`src/include/cpu_config_map.svh`:
```
// Register map constants of the SFR bank
`ifndef CPU_CONFIG_MAP_SVH
`define CPU_CONFIG_MAP_SVH

// SFR space offsets
`define SFR_PORT_E_OE        8'hb6
`define SFR_EP01_BUSY        8'hba
`define SFR_XFER_TRIGGER     8'hbb
`define SFR_SGL_HIGH         8'hbd
`define SFR_SGL_LOW_TRIG     8'hbe
`define SFR_SGL_LOW_QUIET    8'hbf

// External RAM space addresses
`define XR_CPU_CTRL          16'he600
`define XR_EP0_STAT          16'he6a0
`define XR_EP1_OUT_STAT      16'he6a1
`define XR_EP1_IN_STAT       16'he6a2
`define XR_SGL_HIGH          16'he6f0
`define XR_SGL_LOW_TRIG      16'he6f1
`define XR_SGL_LOW_QUIET     16'he6f2
`define XR_WAVE_FIRST        16'he400
`define XR_WAVE_LAST         16'he47f
`define WAVE_AW              7

// Alias codes returned by the external RAM decoder
`define AL_NONE              3'h0
`define AL_CPU               3'h1
`define AL_EP0               3'h2
`define AL_EP1O              3'h3
`define AL_EP1I              3'h4
`define AL_SGLH              3'h5
`define AL_SGLLX             3'h6
`define AL_SGLLN             3'h7

// Endpoint busy positions
`define EP0_BUSY_BIT         0
`define EP1_OUT_BUSY_BIT     1
`define EP1_IN_BUSY_BIT      2
`define EP_STAT_BUSY_BIT     1

// Processor control field positions
`define CPU_STROBE_BIT       5
`define CPU_SPEED_HI         4
`define CPU_SPEED_LO         3
`define CPU_INVERT_BIT       2
`define CPU_DRIVE_BIT        1
`define CPU_CORE_RST_BIT     0

// Trigger register field positions
`define TRIG_DONE_BIT        7
`define TRIG_SEL_HI          2

// Reset values
`define PORT_E_OE_RESET      8'h00
`define EP_BUSY_RESET        3'h0
`define TRIG_DONE_RESET      1'b1
`define SPEED_RESET          2'b00
`define DRIVE_RESET          1'b1
`define CORE_RST_RESET       1'b0

// Codes
`define MODE_WAVE_MASTER     2'b10
`define SPEED_12             2'b00
`define SPEED_24             2'b01
`define SPEED_48             2'b10
`define SPEED_RSVD           2'b11

// Clock output half periods in clk_in cycles, strobe length in clock output rises
`define HALF_12              4'h4
`define HALF_24              4'h2
`define HALF_48              4'h1
`define STROBE_EDGES         2'h2

`endif

```
`src/include/cpu_config_pkg.sv`:
```
// Types shared by the SFR bank modules
package cpu_config_pkg;

    // One bus request from the processor core
    typedef struct packed {
        logic [7:0] addr;
        logic [7:0] wdata;
        logic       wr;
        logic       rd;
    } sfr_req_t;

    typedef struct packed {
        logic [15:0] addr;
        logic [7:0]  wdata;
        logic        wr;
        logic        rd;
    } xram_req_t;

    // Writable processor control fields
    typedef struct packed {
        logic       strobe_en;
        logic [1:0] speed;
        logic       invert;
        logic       drive;
    } cpu_ctrl_t;

    typedef enum logic [1:0] {
        ST_IDLE   = 2'b00,
        ST_WR_WAIT = 2'b01,
        ST_WR_ACT = 2'b10,
        ST_RD_ACT = 2'b11
    } strobe_state_t;

    typedef struct packed {
        logic [3:0]    div_cnt;
        logic          phase;
        logic          pin;
        logic          pin_oe;
        strobe_state_t st;
        logic [1:0]    edges;
        logic          rd_n;
        logic          wr_n;
    } strobe_regs_t;

    typedef struct packed {
        logic [127:0][7:0] mem;
        logic [7:0]        q;
    } wave_regs_t;

    typedef struct packed {
        logic [7:0] port_e_oe;
        logic [2:0] ep_busy;
        logic       trig_done;
        logic [2:0] trig_sel;
        logic [7:0] sgl_high;
        logic [7:0] sgl_low;
        cpu_ctrl_t  cpu;
        logic       core_rst;
        logic       fifo_go;
        logic       sgl_go;
        logic       sgl_go_rd;
        logic [7:0] sfr_rdata;
        logic       sfr_valid;
        logic [7:0] hold;
        logic       hold_wave;
        logic       hold_valid;
        logic [7:0] xram_rdata;
        logic       xram_valid;
    } bank_regs_t;

endpackage : cpu_config_pkg

```
`src/hdl/cpu_config_sfr_bank.sv`:
```
// Special-function and configuration register bank of the processor core
`timescale 1ns/1ps
`include "cpu_config_map.svh"

////////////////////////////////////////////////////////////////////////////
module cpu_config_sfr_bank
    import cpu_config_pkg::*;
(
    // Clock and reset
    input  wire         clk_in,
    input  wire         rst_n_in,
    // SFR bus from the core
    input  sfr_req_t    sfr_req_in,
    output logic [7:0]  sfr_rdata_out,
    output logic        sfr_rvalid_out,
    // External RAM bus from the core
    input  xram_req_t   xram_req_in,
    output logic [7:0]  xram_rdata_out,
    output logic        xram_rvalid_out,
    // Host load request writing the core reset bit
    input  wire         host_load_wr_in,
    input  wire         host_load_bit_in,
    // Endpoint and waveform engine status
    input  wire [2:0]   ep_busy_in,
    input  wire [1:0]   interface_mode_in,
    input  wire         bus_16_in,
    input  wire         xfer_done_in,
    input  wire         sgl_rvalid_in,
    input  wire [15:0]  sgl_rdata_in,
    // Waveform engine commands
    output logic        fifo_go_out,
    output logic [2:0]  fifo_sel_out,
    output logic        sgl_go_out,
    output logic        sgl_go_rd_out,
    output logic [7:0]  sgl_high_out,
    output logic [7:0]  sgl_low_out,
    // Port C accesses
    input  wire         portc_rd_in,
    input  wire         portc_wr_in,
    // Pins and core controls
    output logic [7:0]  port_e_oe_out,
    output logic [1:0]  cpu_speed_out,
    output logic        core_reset_out,
    output logic        clk_pin_out,
    output logic        clk_pin_oe_out,
    output logic        rd_strobe_n_out,
    output logic        wr_strobe_n_out
);

    bank_regs_t r_r;
    bank_regs_t r_nxt;
    logic [2:0] alias_wr;
    logic [2:0] alias_rd;
    logic       wave_hit;
    logic       wave_wr;
    logic [7:0] wave_q;

    ////////////////////////////////////////////////////////////////////////
    // Helpers

    // External RAM alias decode
    function automatic logic [2:0] alias_of(input logic [15:0] a);
        case (a)
            `XR_CPU_CTRL:      alias_of = `AL_CPU;
            `XR_EP0_STAT:      alias_of = `AL_EP0;
            `XR_EP1_OUT_STAT:  alias_of = `AL_EP1O;
            `XR_EP1_IN_STAT:   alias_of = `AL_EP1I;
            `XR_SGL_HIGH:      alias_of = `AL_SGLH;
            `XR_SGL_LOW_TRIG:  alias_of = `AL_SGLLX;
            `XR_SGL_LOW_QUIET: alias_of = `AL_SGLLN;
            default:           alias_of = `AL_NONE;
        endcase
    endfunction : alias_of

    // Processor control byte as firmware reads it
    function automatic logic [7:0] cpu_byte(input cpu_ctrl_t c,
                                            input logic rst);
        cpu_byte = 8'h00;
        cpu_byte[`CPU_STROBE_BIT] = c.strobe_en;
        cpu_byte[`CPU_SPEED_HI:`CPU_SPEED_LO] = c.speed;
        cpu_byte[`CPU_INVERT_BIT] = c.invert;
        cpu_byte[`CPU_DRIVE_BIT] = c.drive;
        cpu_byte[`CPU_CORE_RST_BIT] = rst;
    endfunction : cpu_byte

    // Endpoint busy byte, upper bits zero
    function automatic logic [7:0] busy_byte(input logic [2:0] b);
        busy_byte = {5'h00, b};
    endfunction : busy_byte

    // Descriptor window is live only in the internal master mode
    assign wave_hit = (interface_mode_in == `MODE_WAVE_MASTER) &&
                      (xram_req_in.addr >= `XR_WAVE_FIRST) &&
                      (xram_req_in.addr <= `XR_WAVE_LAST);
    assign wave_wr  = wave_hit && xram_req_in.wr;
    assign alias_wr = xram_req_in.wr ? alias_of(xram_req_in.addr) : `AL_NONE;
    assign alias_rd = alias_of(xram_req_in.addr);

    ////////////////////////////////////////////////////////////////////////
    // Register state

    always_comb begin
        r_nxt = r_r;
        r_nxt.fifo_go = 1'b0;
        r_nxt.sgl_go = 1'b0;
        r_nxt.sgl_go_rd = 1'b0;
        r_nxt.sfr_valid = 1'b0;
        r_nxt.ep_busy = ep_busy_in;

        // SFR writes
        if (sfr_req_in.wr) begin
            case (sfr_req_in.addr)
                `SFR_PORT_E_OE: r_nxt.port_e_oe = sfr_req_in.wdata;
                `SFR_XFER_TRIGGER: begin
                    r_nxt.trig_sel = sfr_req_in.wdata[`TRIG_SEL_HI:0];
                    r_nxt.trig_done = 1'b0;
                    r_nxt.fifo_go = 1'b1;
                end
                `SFR_SGL_HIGH: r_nxt.sgl_high = sfr_req_in.wdata;
                `SFR_SGL_LOW_TRIG: begin
                    r_nxt.sgl_low = sfr_req_in.wdata;
                    r_nxt.sgl_go = 1'b1;
                    r_nxt.trig_done = 1'b0;
                end
                default: begin
                end
            endcase
        end

        // SFR read, triggering read on the low byte with trigger
        if (sfr_req_in.rd) begin
            r_nxt.sfr_valid = 1'b1;
            case (sfr_req_in.addr)
                `SFR_PORT_E_OE:     r_nxt.sfr_rdata = r_r.port_e_oe;
                `SFR_EP01_BUSY:     r_nxt.sfr_rdata = busy_byte(r_r.ep_busy);
                `SFR_XFER_TRIGGER:  r_nxt.sfr_rdata =
                    {r_r.trig_done, 4'h0, r_r.trig_sel};
                `SFR_SGL_HIGH:      r_nxt.sfr_rdata = r_r.sgl_high;
                `SFR_SGL_LOW_TRIG:  r_nxt.sfr_rdata = r_r.sgl_low;
                `SFR_SGL_LOW_QUIET: r_nxt.sfr_rdata = r_r.sgl_low;
                default:            r_nxt.sfr_rdata = 8'h00;
            endcase
            if (sfr_req_in.addr == `SFR_SGL_LOW_TRIG && !sfr_req_in.wr) begin
                r_nxt.sgl_go = 1'b1;
                r_nxt.sgl_go_rd = 1'b1;
                r_nxt.trig_done = 1'b0;
            end
        end

        // External RAM writes to aliases and processor control
        case (alias_wr)
            `AL_CPU: begin
                r_nxt.cpu.strobe_en = xram_req_in.wdata[`CPU_STROBE_BIT];
                r_nxt.cpu.invert = xram_req_in.wdata[`CPU_INVERT_BIT];
                r_nxt.cpu.drive = xram_req_in.wdata[`CPU_DRIVE_BIT];
                if (xram_req_in.wdata[`CPU_SPEED_HI:`CPU_SPEED_LO]
                    != `SPEED_RSVD) begin
                    r_nxt.cpu.speed =
                        xram_req_in.wdata[`CPU_SPEED_HI:`CPU_SPEED_LO];
                end
            end
            `AL_SGLH: r_nxt.sgl_high = xram_req_in.wdata;
            `AL_SGLLX: begin
                r_nxt.sgl_low = xram_req_in.wdata;
                r_nxt.sgl_go = 1'b1;
                r_nxt.trig_done = 1'b0;
            end
            default: begin
            end
        endcase

        // External RAM read, first stage
        r_nxt.hold_valid = xram_req_in.rd;
        r_nxt.hold_wave = wave_hit;
        case (alias_rd)
            `AL_CPU:   r_nxt.hold = cpu_byte(r_r.cpu, r_r.core_rst);
            `AL_EP0:   r_nxt.hold =
                8'(r_r.ep_busy[`EP0_BUSY_BIT]) << `EP_STAT_BUSY_BIT;
            `AL_EP1O:  r_nxt.hold =
                8'(r_r.ep_busy[`EP1_OUT_BUSY_BIT]) << `EP_STAT_BUSY_BIT;
            `AL_EP1I:  r_nxt.hold =
                8'(r_r.ep_busy[`EP1_IN_BUSY_BIT]) << `EP_STAT_BUSY_BIT;
            `AL_SGLH:  r_nxt.hold = r_r.sgl_high;
            `AL_SGLLX: r_nxt.hold = r_r.sgl_low;
            `AL_SGLLN: r_nxt.hold = r_r.sgl_low;
            default:   r_nxt.hold = 8'h00;
        endcase
        if (xram_req_in.rd && !xram_req_in.wr && alias_rd == `AL_SGLLX) begin
            r_nxt.sgl_go = 1'b1;
            r_nxt.sgl_go_rd = 1'b1;
            r_nxt.trig_done = 1'b0;
        end

        // External RAM read, second stage picks memory or register
        r_nxt.xram_valid = r_r.hold_valid;
        r_nxt.xram_rdata = r_r.hold_wave ? wave_q : r_r.hold;

        // Host load request owns the core reset bit
        if (host_load_wr_in) begin
            r_nxt.core_rst = host_load_bit_in;
        end

        // Engine results win over a same-cycle firmware access
        if (sgl_rvalid_in) begin
            r_nxt.sgl_high = bus_16_in ? sgl_rdata_in[15:8] : 8'h00;
            r_nxt.sgl_low = sgl_rdata_in[7:0];
        end
        if (xfer_done_in) begin
            r_nxt.trig_done = 1'b1;
        end
    end

    always_ff @(posedge clk_in or negedge rst_n_in) begin
        if (!rst_n_in) begin
            r_r <= '0;
            r_r.port_e_oe <= `PORT_E_OE_RESET;
            r_r.ep_busy <= `EP_BUSY_RESET;
            r_r.trig_done <= `TRIG_DONE_RESET;
            r_r.cpu.speed <= `SPEED_RESET;
            r_r.cpu.drive <= `DRIVE_RESET;
            r_r.core_rst <= `CORE_RST_RESET;
        end else begin
            r_r <= r_nxt;
        end
    end

    ////////////////////////////////////////////////////////////////////////
    // Submodules

    // Descriptor memory, four tables in one 128-byte window
    wave_desc_mem u_wave (
        .clk_in    (clk_in),
        .rst_n_in  (rst_n_in),
        .addr_in   (xram_req_in.addr[`WAVE_AW-1:0]),
        .wr_in     (wave_wr),
        .wdata_in  (xram_req_in.wdata),
        .rdata_out (wave_q)
    );

    // Clock output pin and port C strobes
    clk_out_strobes u_strobes (
        .clk_in          (clk_in),
        .rst_n_in        (rst_n_in),
        .ctrl_in         (r_r.cpu),
        .portc_rd_in     (portc_rd_in),
        .portc_wr_in     (portc_wr_in),
        .clk_pin_out     (clk_pin_out),
        .clk_pin_oe_out  (clk_pin_oe_out),
        .rd_strobe_n_out (rd_strobe_n_out),
        .wr_strobe_n_out (wr_strobe_n_out)
    );

    ////////////////////////////////////////////////////////////////////////
    // Outputs straight from registers

    assign sfr_rdata_out   = r_r.sfr_rdata;
    assign sfr_rvalid_out  = r_r.sfr_valid;
    assign xram_rdata_out  = r_r.xram_rdata;
    assign xram_rvalid_out = r_r.xram_valid;
    assign fifo_go_out     = r_r.fifo_go;
    assign fifo_sel_out    = r_r.trig_sel;
    assign sgl_go_out      = r_r.sgl_go;
    assign sgl_go_rd_out   = r_r.sgl_go_rd;
    assign sgl_high_out    = r_r.sgl_high;
    assign sgl_low_out     = r_r.sgl_low;
    assign port_e_oe_out   = r_r.port_e_oe;
    assign cpu_speed_out   = r_r.cpu.speed;
    assign core_reset_out  = r_r.core_rst;

endmodule : cpu_config_sfr_bank

```
`src/hdl/wave_desc_mem.sv`:
```
// Byte-wide waveform descriptor store with registered read data
`timescale 1ns/1ps
`include "cpu_config_map.svh"

module wave_desc_mem
    import cpu_config_pkg::*;
(
    // Clock and reset
    input  wire                 clk_in,
    input  wire                 rst_n_in,
    // Access
    input  wire [`WAVE_AW-1:0]  addr_in,
    input  wire                 wr_in,
    input  wire [7:0]           wdata_in,
    output logic [7:0]          rdata_out
);

    wave_regs_t r_r;
    wave_regs_t r_nxt;

    // Write a byte, read the addressed byte every cycle
    always_comb begin
        r_nxt = r_r;
        if (wr_in) begin
            r_nxt.mem[addr_in] = wdata_in;
        end
        r_nxt.q = r_r.mem[addr_in];
    end

    always_ff @(posedge clk_in or negedge rst_n_in) begin
        if (!rst_n_in) begin
            r_r <= '0;
        end else begin
            r_r <= r_nxt;
        end
    end

    assign rdata_out = r_r.q;

endmodule : wave_desc_mem

```
`src/hdl/clk_out_strobes.sv`:
```
// Clock output divider and port C read/write strobe timing
`timescale 1ns/1ps
`include "cpu_config_map.svh"

module clk_out_strobes
    import cpu_config_pkg::*;
(
    // Clock and reset
    input  wire        clk_in,
    input  wire        rst_n_in,
    // Control fields
    input  cpu_ctrl_t  ctrl_in,
    // Port C accesses, one-cycle pulses
    input  wire        portc_rd_in,
    input  wire        portc_wr_in,
    // Pins
    output logic       clk_pin_out,
    output logic       clk_pin_oe_out,
    output logic       rd_strobe_n_out,
    output logic       wr_strobe_n_out
);

    strobe_regs_t r_r;
    strobe_regs_t r_nxt;
    logic [3:0]   half;
    logic         rise;

    // Half period for the selected speed
    function automatic logic [3:0] half_of(input logic [1:0] spd);
        case (spd)
            `SPEED_24: half_of = `HALF_24;
            `SPEED_48: half_of = `HALF_48;
            default:   half_of = `HALF_12;
        endcase
    endfunction : half_of

    always_comb begin
        r_nxt = r_r;
        half = half_of(ctrl_in.speed);
        rise = 1'b0;
        // Divider for the clock output
        if (r_r.div_cnt >= half - 4'h1) begin
            r_nxt.div_cnt = 4'h0;
            r_nxt.phase = ~r_r.phase;
            rise = ~r_r.phase;
        end else begin
            r_nxt.div_cnt = r_r.div_cnt + 4'h1;
        end
        r_nxt.pin = r_nxt.phase ^ ctrl_in.invert;
        r_nxt.pin_oe = ctrl_in.drive;
        // Strobe sequencing, counted in clock output cycles
        case (r_r.st)
            ST_IDLE: begin
                r_nxt.edges = 2'h0;
                if (ctrl_in.strobe_en && portc_wr_in) begin
                    r_nxt.st = ST_WR_WAIT;
                end else if (ctrl_in.strobe_en && portc_rd_in) begin
                    r_nxt.st = ST_RD_ACT;
                end
            end
            ST_WR_WAIT: begin
                if (rise) begin
                    r_nxt.edges = r_r.edges + 2'h1;
                    if (r_r.edges == `STROBE_EDGES - 2'h1) begin
                        r_nxt.edges = 2'h0;
                        r_nxt.st = ST_WR_ACT;
                        r_nxt.wr_n = 1'b0;
                    end
                end
            end
            ST_WR_ACT, ST_RD_ACT: begin
                if (rise && r_r.rd_n && r_r.st == ST_RD_ACT) begin
                    r_nxt.rd_n = 1'b0;                  // on a rise
                end else if (rise) begin
                    r_nxt.edges = r_r.edges + 2'h1;
                    if (r_r.edges == `STROBE_EDGES - 2'h1) begin
                        r_nxt.st = ST_IDLE;
                        r_nxt.rd_n = 1'b1;
                        r_nxt.wr_n = 1'b1;
                    end
                end
            end
            default: begin
                r_nxt.st = ST_IDLE;
            end
        endcase
    end

    always_ff @(posedge clk_in or negedge rst_n_in) begin
        if (!rst_n_in) begin
            r_r <= '{div_cnt: 4'h0, phase: 1'b0, pin: 1'b0,
                     pin_oe: `DRIVE_RESET, st: ST_IDLE, edges: 2'h0,
                     rd_n: 1'b1, wr_n: 1'b1};
        end else begin
            r_r <= r_nxt;
        end
    end

    assign clk_pin_out     = r_r.pin;
    assign clk_pin_oe_out  = r_r.pin_oe;
    assign rd_strobe_n_out = r_r.rd_n;
    assign wr_strobe_n_out = r_r.wr_n;

endmodule : clk_out_strobes

```
`config.mk`:
```
export PLATFORM = sky130hd
export DESIGN_NAME = cpu_config_sfr_bank
export DESIGN_NICKNAME = d
export VERILOG_FILES = /design/src/include/cpu_config_pkg.sv /design/src/hdl/cpu_config_sfr_bank.sv /design/src/hdl/wave_desc_mem.sv /design/src/hdl/clk_out_strobes.sv
export VERILOG_INCLUDE_DIRS = /design/src /design/src/include
export SDC_FILE = /design/constraint.sdc
export NUM_CORES = 2
export LEC_CHECK = 0
export BUFFER_PORTS_ARGS = -buffer_cell sky130_fd_sc_hd__buf_2
export CORE_MARGIN = 2
export CORE_UTILIZATION = 40
export DETAILED_ROUTE_END_ITERATION = 8
export SYNTH_ARGS = -nofsm -noshare
export SYNTH_HDL_FRONTEND = slang
export SYNTH_SLANG_ARGS = --single-unit
```
`constraint.sdc`:
```
create_clock -name clk_in -period 2.4 [get_ports clk_in]
set_clock_uncertainty 0.1 [all_clocks]
set_input_delay 0.36 -clock clk_in [delete_from_list [all_inputs] [get_ports clk_in]]
set_output_delay 0.36 -clock clk_in [all_outputs]
set_load 0.03 [all_outputs]
```
-- Yosys cells after proc, flatten, opt, wreduce, memory -nomap -nowiden
Cells that the tools add are included.
- word-level logic and storage cells: 288
- register bits: 1113
- input port bits: 74
- output and inout bits: 55
- bitwise logic cells: 2
- muxes and demuxes: 49
- eq/ne operators: 37
- add/subtract/negate cells: 3
- order comparisons: 5
- reduce and logical (&&, ||, !) cells: 34
- operators by type and width (operator ; count):
    $bwmux 1024 ; 1
    $eq 16x16->1 const B ; 7
    $mux 8 ; 8
    $bmux 8 s7 ; 1
    $demux 8 s7 ; 1
    $eq 8x8->1 const B ; 6
    $pmux 8 s6 ; 1
    $pmux 8 s5 ; 1
    $pmux 3 s7 ; 1
    $mux 20 ; 1
    $eq 3x3->1 const B ; 6
    $ge 16x16->1 const B ; 1
    $le 16x16->1 const B ; 1
    $mux 16 ; 1
    $mux 4 ; 4
    $mux 1 ; 15
    $mux 2 ; 7
    $pmux 4 s3 ; 1
    $reduce_and 6->1 ; 2
    $reduce_bool 3->1 ; 4
    $logic_and 1x1->1 ; 11
    $mux 11 ; 1
    $reduce_and 2->1 ; 5
    $eq 2x2->1 const B ; 4
    other kinds (23) ; 39

-- Depth between registers and ports, before layout
- depth after elaboration: 9
- gate-level depth with buffers: 13
- gate-level depth less buffers: 13

-- Cells and area by module
A second synthesis with hierarchy kept.
- cell total of the unflattened synthesis: 3990
- area, all modules: 51773.4 sq um
- modules (own cells, without submodules) (module ; cells each ; sequential area each (sq um) ; instances ; area an instance (sq um)):
    wave_desc_mem ; 3586 ; 25824.8 ; 1 ; 47337.9
    cpu_config_sfr_bank ; 341 ; 1704.1 ; 1 ; 3749.8
    clk_out_strobes ; 63 ; 329.1 ; 1 ; 685.7

-- Worst setup path after synthesis
Ideal clock, no wire load.
- kind: input to register
- from: in xram_req_in[10] (netlist name)
- to: reg u_wave.r_r[480] (netlist name)
- setup slack: -59 ps
- buffers on the path: 4
- library setup time: 125 ps
- required time: 2175 ps
- stages on the path: 7
- arrival: 2234 ps
- path through: buf_2 > buf_2 > buf_1 > nand3_2 > buf_4 > nor2_4 > mux2_2
- cells in the longest elaborated chain, start to end: 5
- elaborated cells between the ends (all ways): 11
- classes of those cells: order compare: 4; mux: 3; reduce/logical: 4
- RTL lines (what ; RTL line ; RTL):
    start: declaration ; cpu_config_sfr_bank.sv:17 ; input xram_req_t xram_req_in,
    $lt 7x8->1 (implied by the code) / $ge 7x1->1 (equally long branches) ; wave_desc_mem.sv:25 ; r_nxt.mem[addr_in] = wdata_in;
    $logic_and 1x1->1 (implied by the code) ; wave_desc_mem.sv:25 ;
    $mux 8 (implied by the code) ; wave_desc_mem.sv:25 ;
    $demux 8 s7 ; -- ;
    $bwmux 1024 ; wave_desc_mem.sv:25 ;
    end signal: assignment ; wave_desc_mem.sv:34 ; r_r <= r_nxt;
    end: declaration ; wave_desc_mem.sv:18 ; wave_regs_t r_r;
Several ways; a longest one is shown, not always the timed one.
A chain may end at the register's enable or synchronous reset.

-- Worst setup path in the final report
- from: in xram_req_in[21] (netlist name)
- to: reg u_wave.r_r[834] (netlist name)
- cells in the longest elaborated chain, start to end: 4
- elaborated cells between the ends (all ways): 5
- classes of those cells: order compare: 2; reduce/logical: 3
- RTL lines (what ; RTL line ; RTL):
    $ge 16x16->1 (no source line) ; -- ;
    $logic_and 1x1->1 ; cpu_config_sfr_bank.sv:92 ; assign wave_hit = (interface_mode_in == `MODE_WAVE_MASTER) &&
    $logic_and 1x1->1 (*) ; cpu_config_sfr_bank.sv:92 ;
    $logic_and 1x1->1 (*) ; cpu_config_sfr_bank.sv:95 ; assign wave_wr = wave_hit && xram_req_in.wr;
Every way passes the cells marked *; elsewhere a longest branch is shown, timed or not.

==> results.cfg <==
[run_status]
outcome = finished clean

[yosys]
seq_area_frac_synth = 0.541
synth_top_cells_by_area = dfrtp_1 54%, mux2_2 21%, mux4_2 8.4%, mux2i_1 3.1%, mux2_1 1.8%
synth.cell_area_um2 = 51500
ys_ff_latch = 1113
synthTopCellsByCount = 1108 x dfrtp_1, 971 x mux2_2, 195 x clkbuf_1
yosys.cell_count.top_type = dfrtp_1
synth_top_area_share = 0.539
post-synth-top-area-cell = dfrtp_1
syn-num-nets = 3660
syn_avg_cell_area_um2 = 14.4
async_reset_ff_frac = 1.00
ys_types = 61
ys_dominant_reg_cell = dfrtp_1
yosys_warnings = 0
synthCells = 3579
synth_edf_count = 0

[timing]
setup_ws_ps = 105
fmaxAchievable_ghz = 0.436
hold_viol_final = 0
fin_crit_ps = 2290
maxSlewHeadroom = 0.309
setup_tns_ps = 0
holdWs_ps = 54.3
rsz0062_at_grt = false
setup_viol = 0
fin_crit_sh = 0.956
worstMarginPinSlew_ps = 1030
finalMaxSlewViolations = 0

[global_route]
grt_max_degree = 112
grt_pass1_vias = 33500
overflow = 0
use_met1 = 0.319
track_usage = 0.219
grt_pass1_wl_um = 219000
busiest_layer = met2
met3_usage = 0.0295
grtUsageMet2 = 0.342
antenna_found_initial = 1

[detailed_routing]
ant_nets = 0
drt_wl_total_um = 143000
drtPass1Iterations = 5
drtIter0Drc = 2241
drc = 0
vias = 32200
vias_per_cell = 5.58
wire_per_inst_um = 24.7

[clock_network]
root_buffer = clkbuf_16
cts_sinks = 1113
numCtsBuffers = 119
insertion_delay_ps = 710
clk_pin_slew_ps = 60
cts_tree = built
htreeDepth = 3
cts.path.max_buffers = 3

[place]
dp_hpwl_um = 97800
place.gp.congestion = 0.884
port_buffers = 128
dp.cells = 5518
dp_slack_ps = -1240

[pwr]
power_density_nw_per_um2 = 653
p_leak_nw = 30.2
ir_drop_uv = 553

[critical_path]
cp_max_fo = 8
cp.required_ps = 2860
critPathArrivalTime_ps = 2750
end_kind = register
critical_path.cell_chain = buf_2 -> nor4bb_4 -> buf_4 -> nand3_1 -> or3_2 -> buf_4 -> nor2_2 -> buf_12 -> mux2_2
cp_slowest_cell = or3_2
worstSetupStartpointType = input port
crit_type = in2reg
crit_top_cell = buf_4
slowest_delay_ps = 560

[floorplanning]
rows = 131
dieArea_um2 = 132000
die-width_um = 363
die_h_um = 363
io_pins = 129
core-area_um2 = 128000
start_util = 0.403

[finish]
utilization = 0.486
stdcell_count = 5776
finalNetCount = 4099
nFillCells = 11000
drive_gt1_frac = 0.494
area_delta_synth_final_pct = 20.7

[hold_path]
worstHoldPathType = in2reg

[run]
maxCapViolations = 0
worst max-delay path, delay by kind of cell:
| family | cells | cell delay (ps) |
|---|---|---|
| simple gates | 4 | 1320 |
| mux | 1 | 330 |
| buf+inv | 4 | 720 |
state kept, by name (all words and copies together), names as in the netlist, 2 cells and up:
| register | count |
|---|---|
| sgl_low_out | 8 |
| r_r | 16 |
| xram_rdata_out | 8 |
| fifo_sel_out | 3 |
| sfr_rdata_out | 8 |
| u_wave.rdata_out | 8 |
| port_e_oe_out | 8 |
| sgl_high_out | 8 |
| cpu_speed_out | 2 |
| u_strobes.r_r | 9 |
| u_wave.r_r | 1024 |
repair_timing:
item                       in CTS  in global routing
hold buffers                   40                  0
pin swaps                       0                  3
hold endpoints to repair      738                  0
setup endpoints to repair    1024                  2
setup buffers                   0                  1
resized for setup               2                  4
worst paths after layout:
kind	slack (ps)	cells after the start	end	start
min in group asynchronous	190	3	u_wave.r_r[959]$_DFFE_PN0P_	rst_n_in
max in group asynchronous	1150	4	u_wave.r_r[730]$_DFFE_PN0P_	rst_n_in
worst max register to register	170	6	u_wave.rdata_out[0]$_DFF_PN0_	u_wave.r_r[512]$_DFFE_PN0P_
worst min register to register	250	0	xram_rvalid_out$_DFF_PN0_	r_nxt[0]$_DFF_PN0_
worst max-delay path	110	9	u_wave.r_r[834]$_DFFE_PN0P_	xram_req_in[21]
worst min-delay path	50	3	sgl_low_out[2]$_DFFE_PN0P_	sgl_rvalid_in
per-stage QoR:
stage / cell area (um2) / power (mW)
2_1_floorplan: 51500 / 20.4
3_3_place_gp: 57600 / 21.9
3_5_place_dp: 57600 / 21.9
4_1_cts: 62100 / 41.0
5_1_grt: 62100 / 42.0
6_report: 62100 / 40.5
cell type report:
cell class              instances  area (um2)  share of cell area
flip-flops and latches       1113       27900               0.448
multi-input cells            2136       22200               0.357
repair buffers                621        5830              0.0939
clock buffers                 186        3590              0.0578
well taps                    1662        2080              0.0335
clock inverters                30         458             0.00737
inverters                      27         101             0.00163
diodes                          1        2.50           0.0000403
cell families after synthesis:
group | after synthesis | synth area share
flip-flops | 1113 | 0.541
AO/OA/AOI/OAI | 317 | 0.0412
other | 1 | 0.0000729
buffers and inverters | 330 | 0.0285
multiplexers | 1404 | 0.345
adder cells (fa/ha/maj) | 7 | 0.00170
AND/OR/NAND/NOR | 403 | 0.0414
XOR/XNOR | 4 | 0.000681
per-layer routing:
layer  wire (um)  share of wire
met1       67000           0.47
met3        6210          0.044
met5          13       0.000091
met4        3990          0.028
met2       65500           0.46
power breakdown:
part	switching, mW	total, mW	internal (mW)
logic	1.77	2.65	0.883
clock network	7.56	18.9	11.4
registers	0.104	19.0	18.9
layout by cell type, fill, tap and decap left out, types with 5 or more instances in the layout:
cell type / count
mux2i_1: 161
a22oi_1: 93
clkinv_2: 11
o21ai_0: 32
o221ai_1: 8
nand3_1: 33
a31oi_1: 27
nand2_1: 154
clkbuf_1: 32
buf_2: 117
and3_1: 9
dlygate4sd3_1: 40
dfrtp_1: 1108
bufinv_16: 11
buf_4: 354
a21oi_1: 75
nand2_2: 11
a211oi_1: 10
clkbuf_16: 120
nor2b_1: 9
mux2_2: 971
nor3_1: 17
a222oi_1: 13
nor2_4: 20
o211ai_1: 17
ha_1: 6
nand2b_1: 10
o31ai_1: 8
clkbuf_8: 34
dfstp_2: 5
or3_1: 8
nor2_1: 48
a21boi_0: 16
o22ai_1: 5
inv_1: 27
nor2_2: 48
mux2_1: 80
buf_12: 107
mux4_2: 192
(Power assumes the default switching activity.)
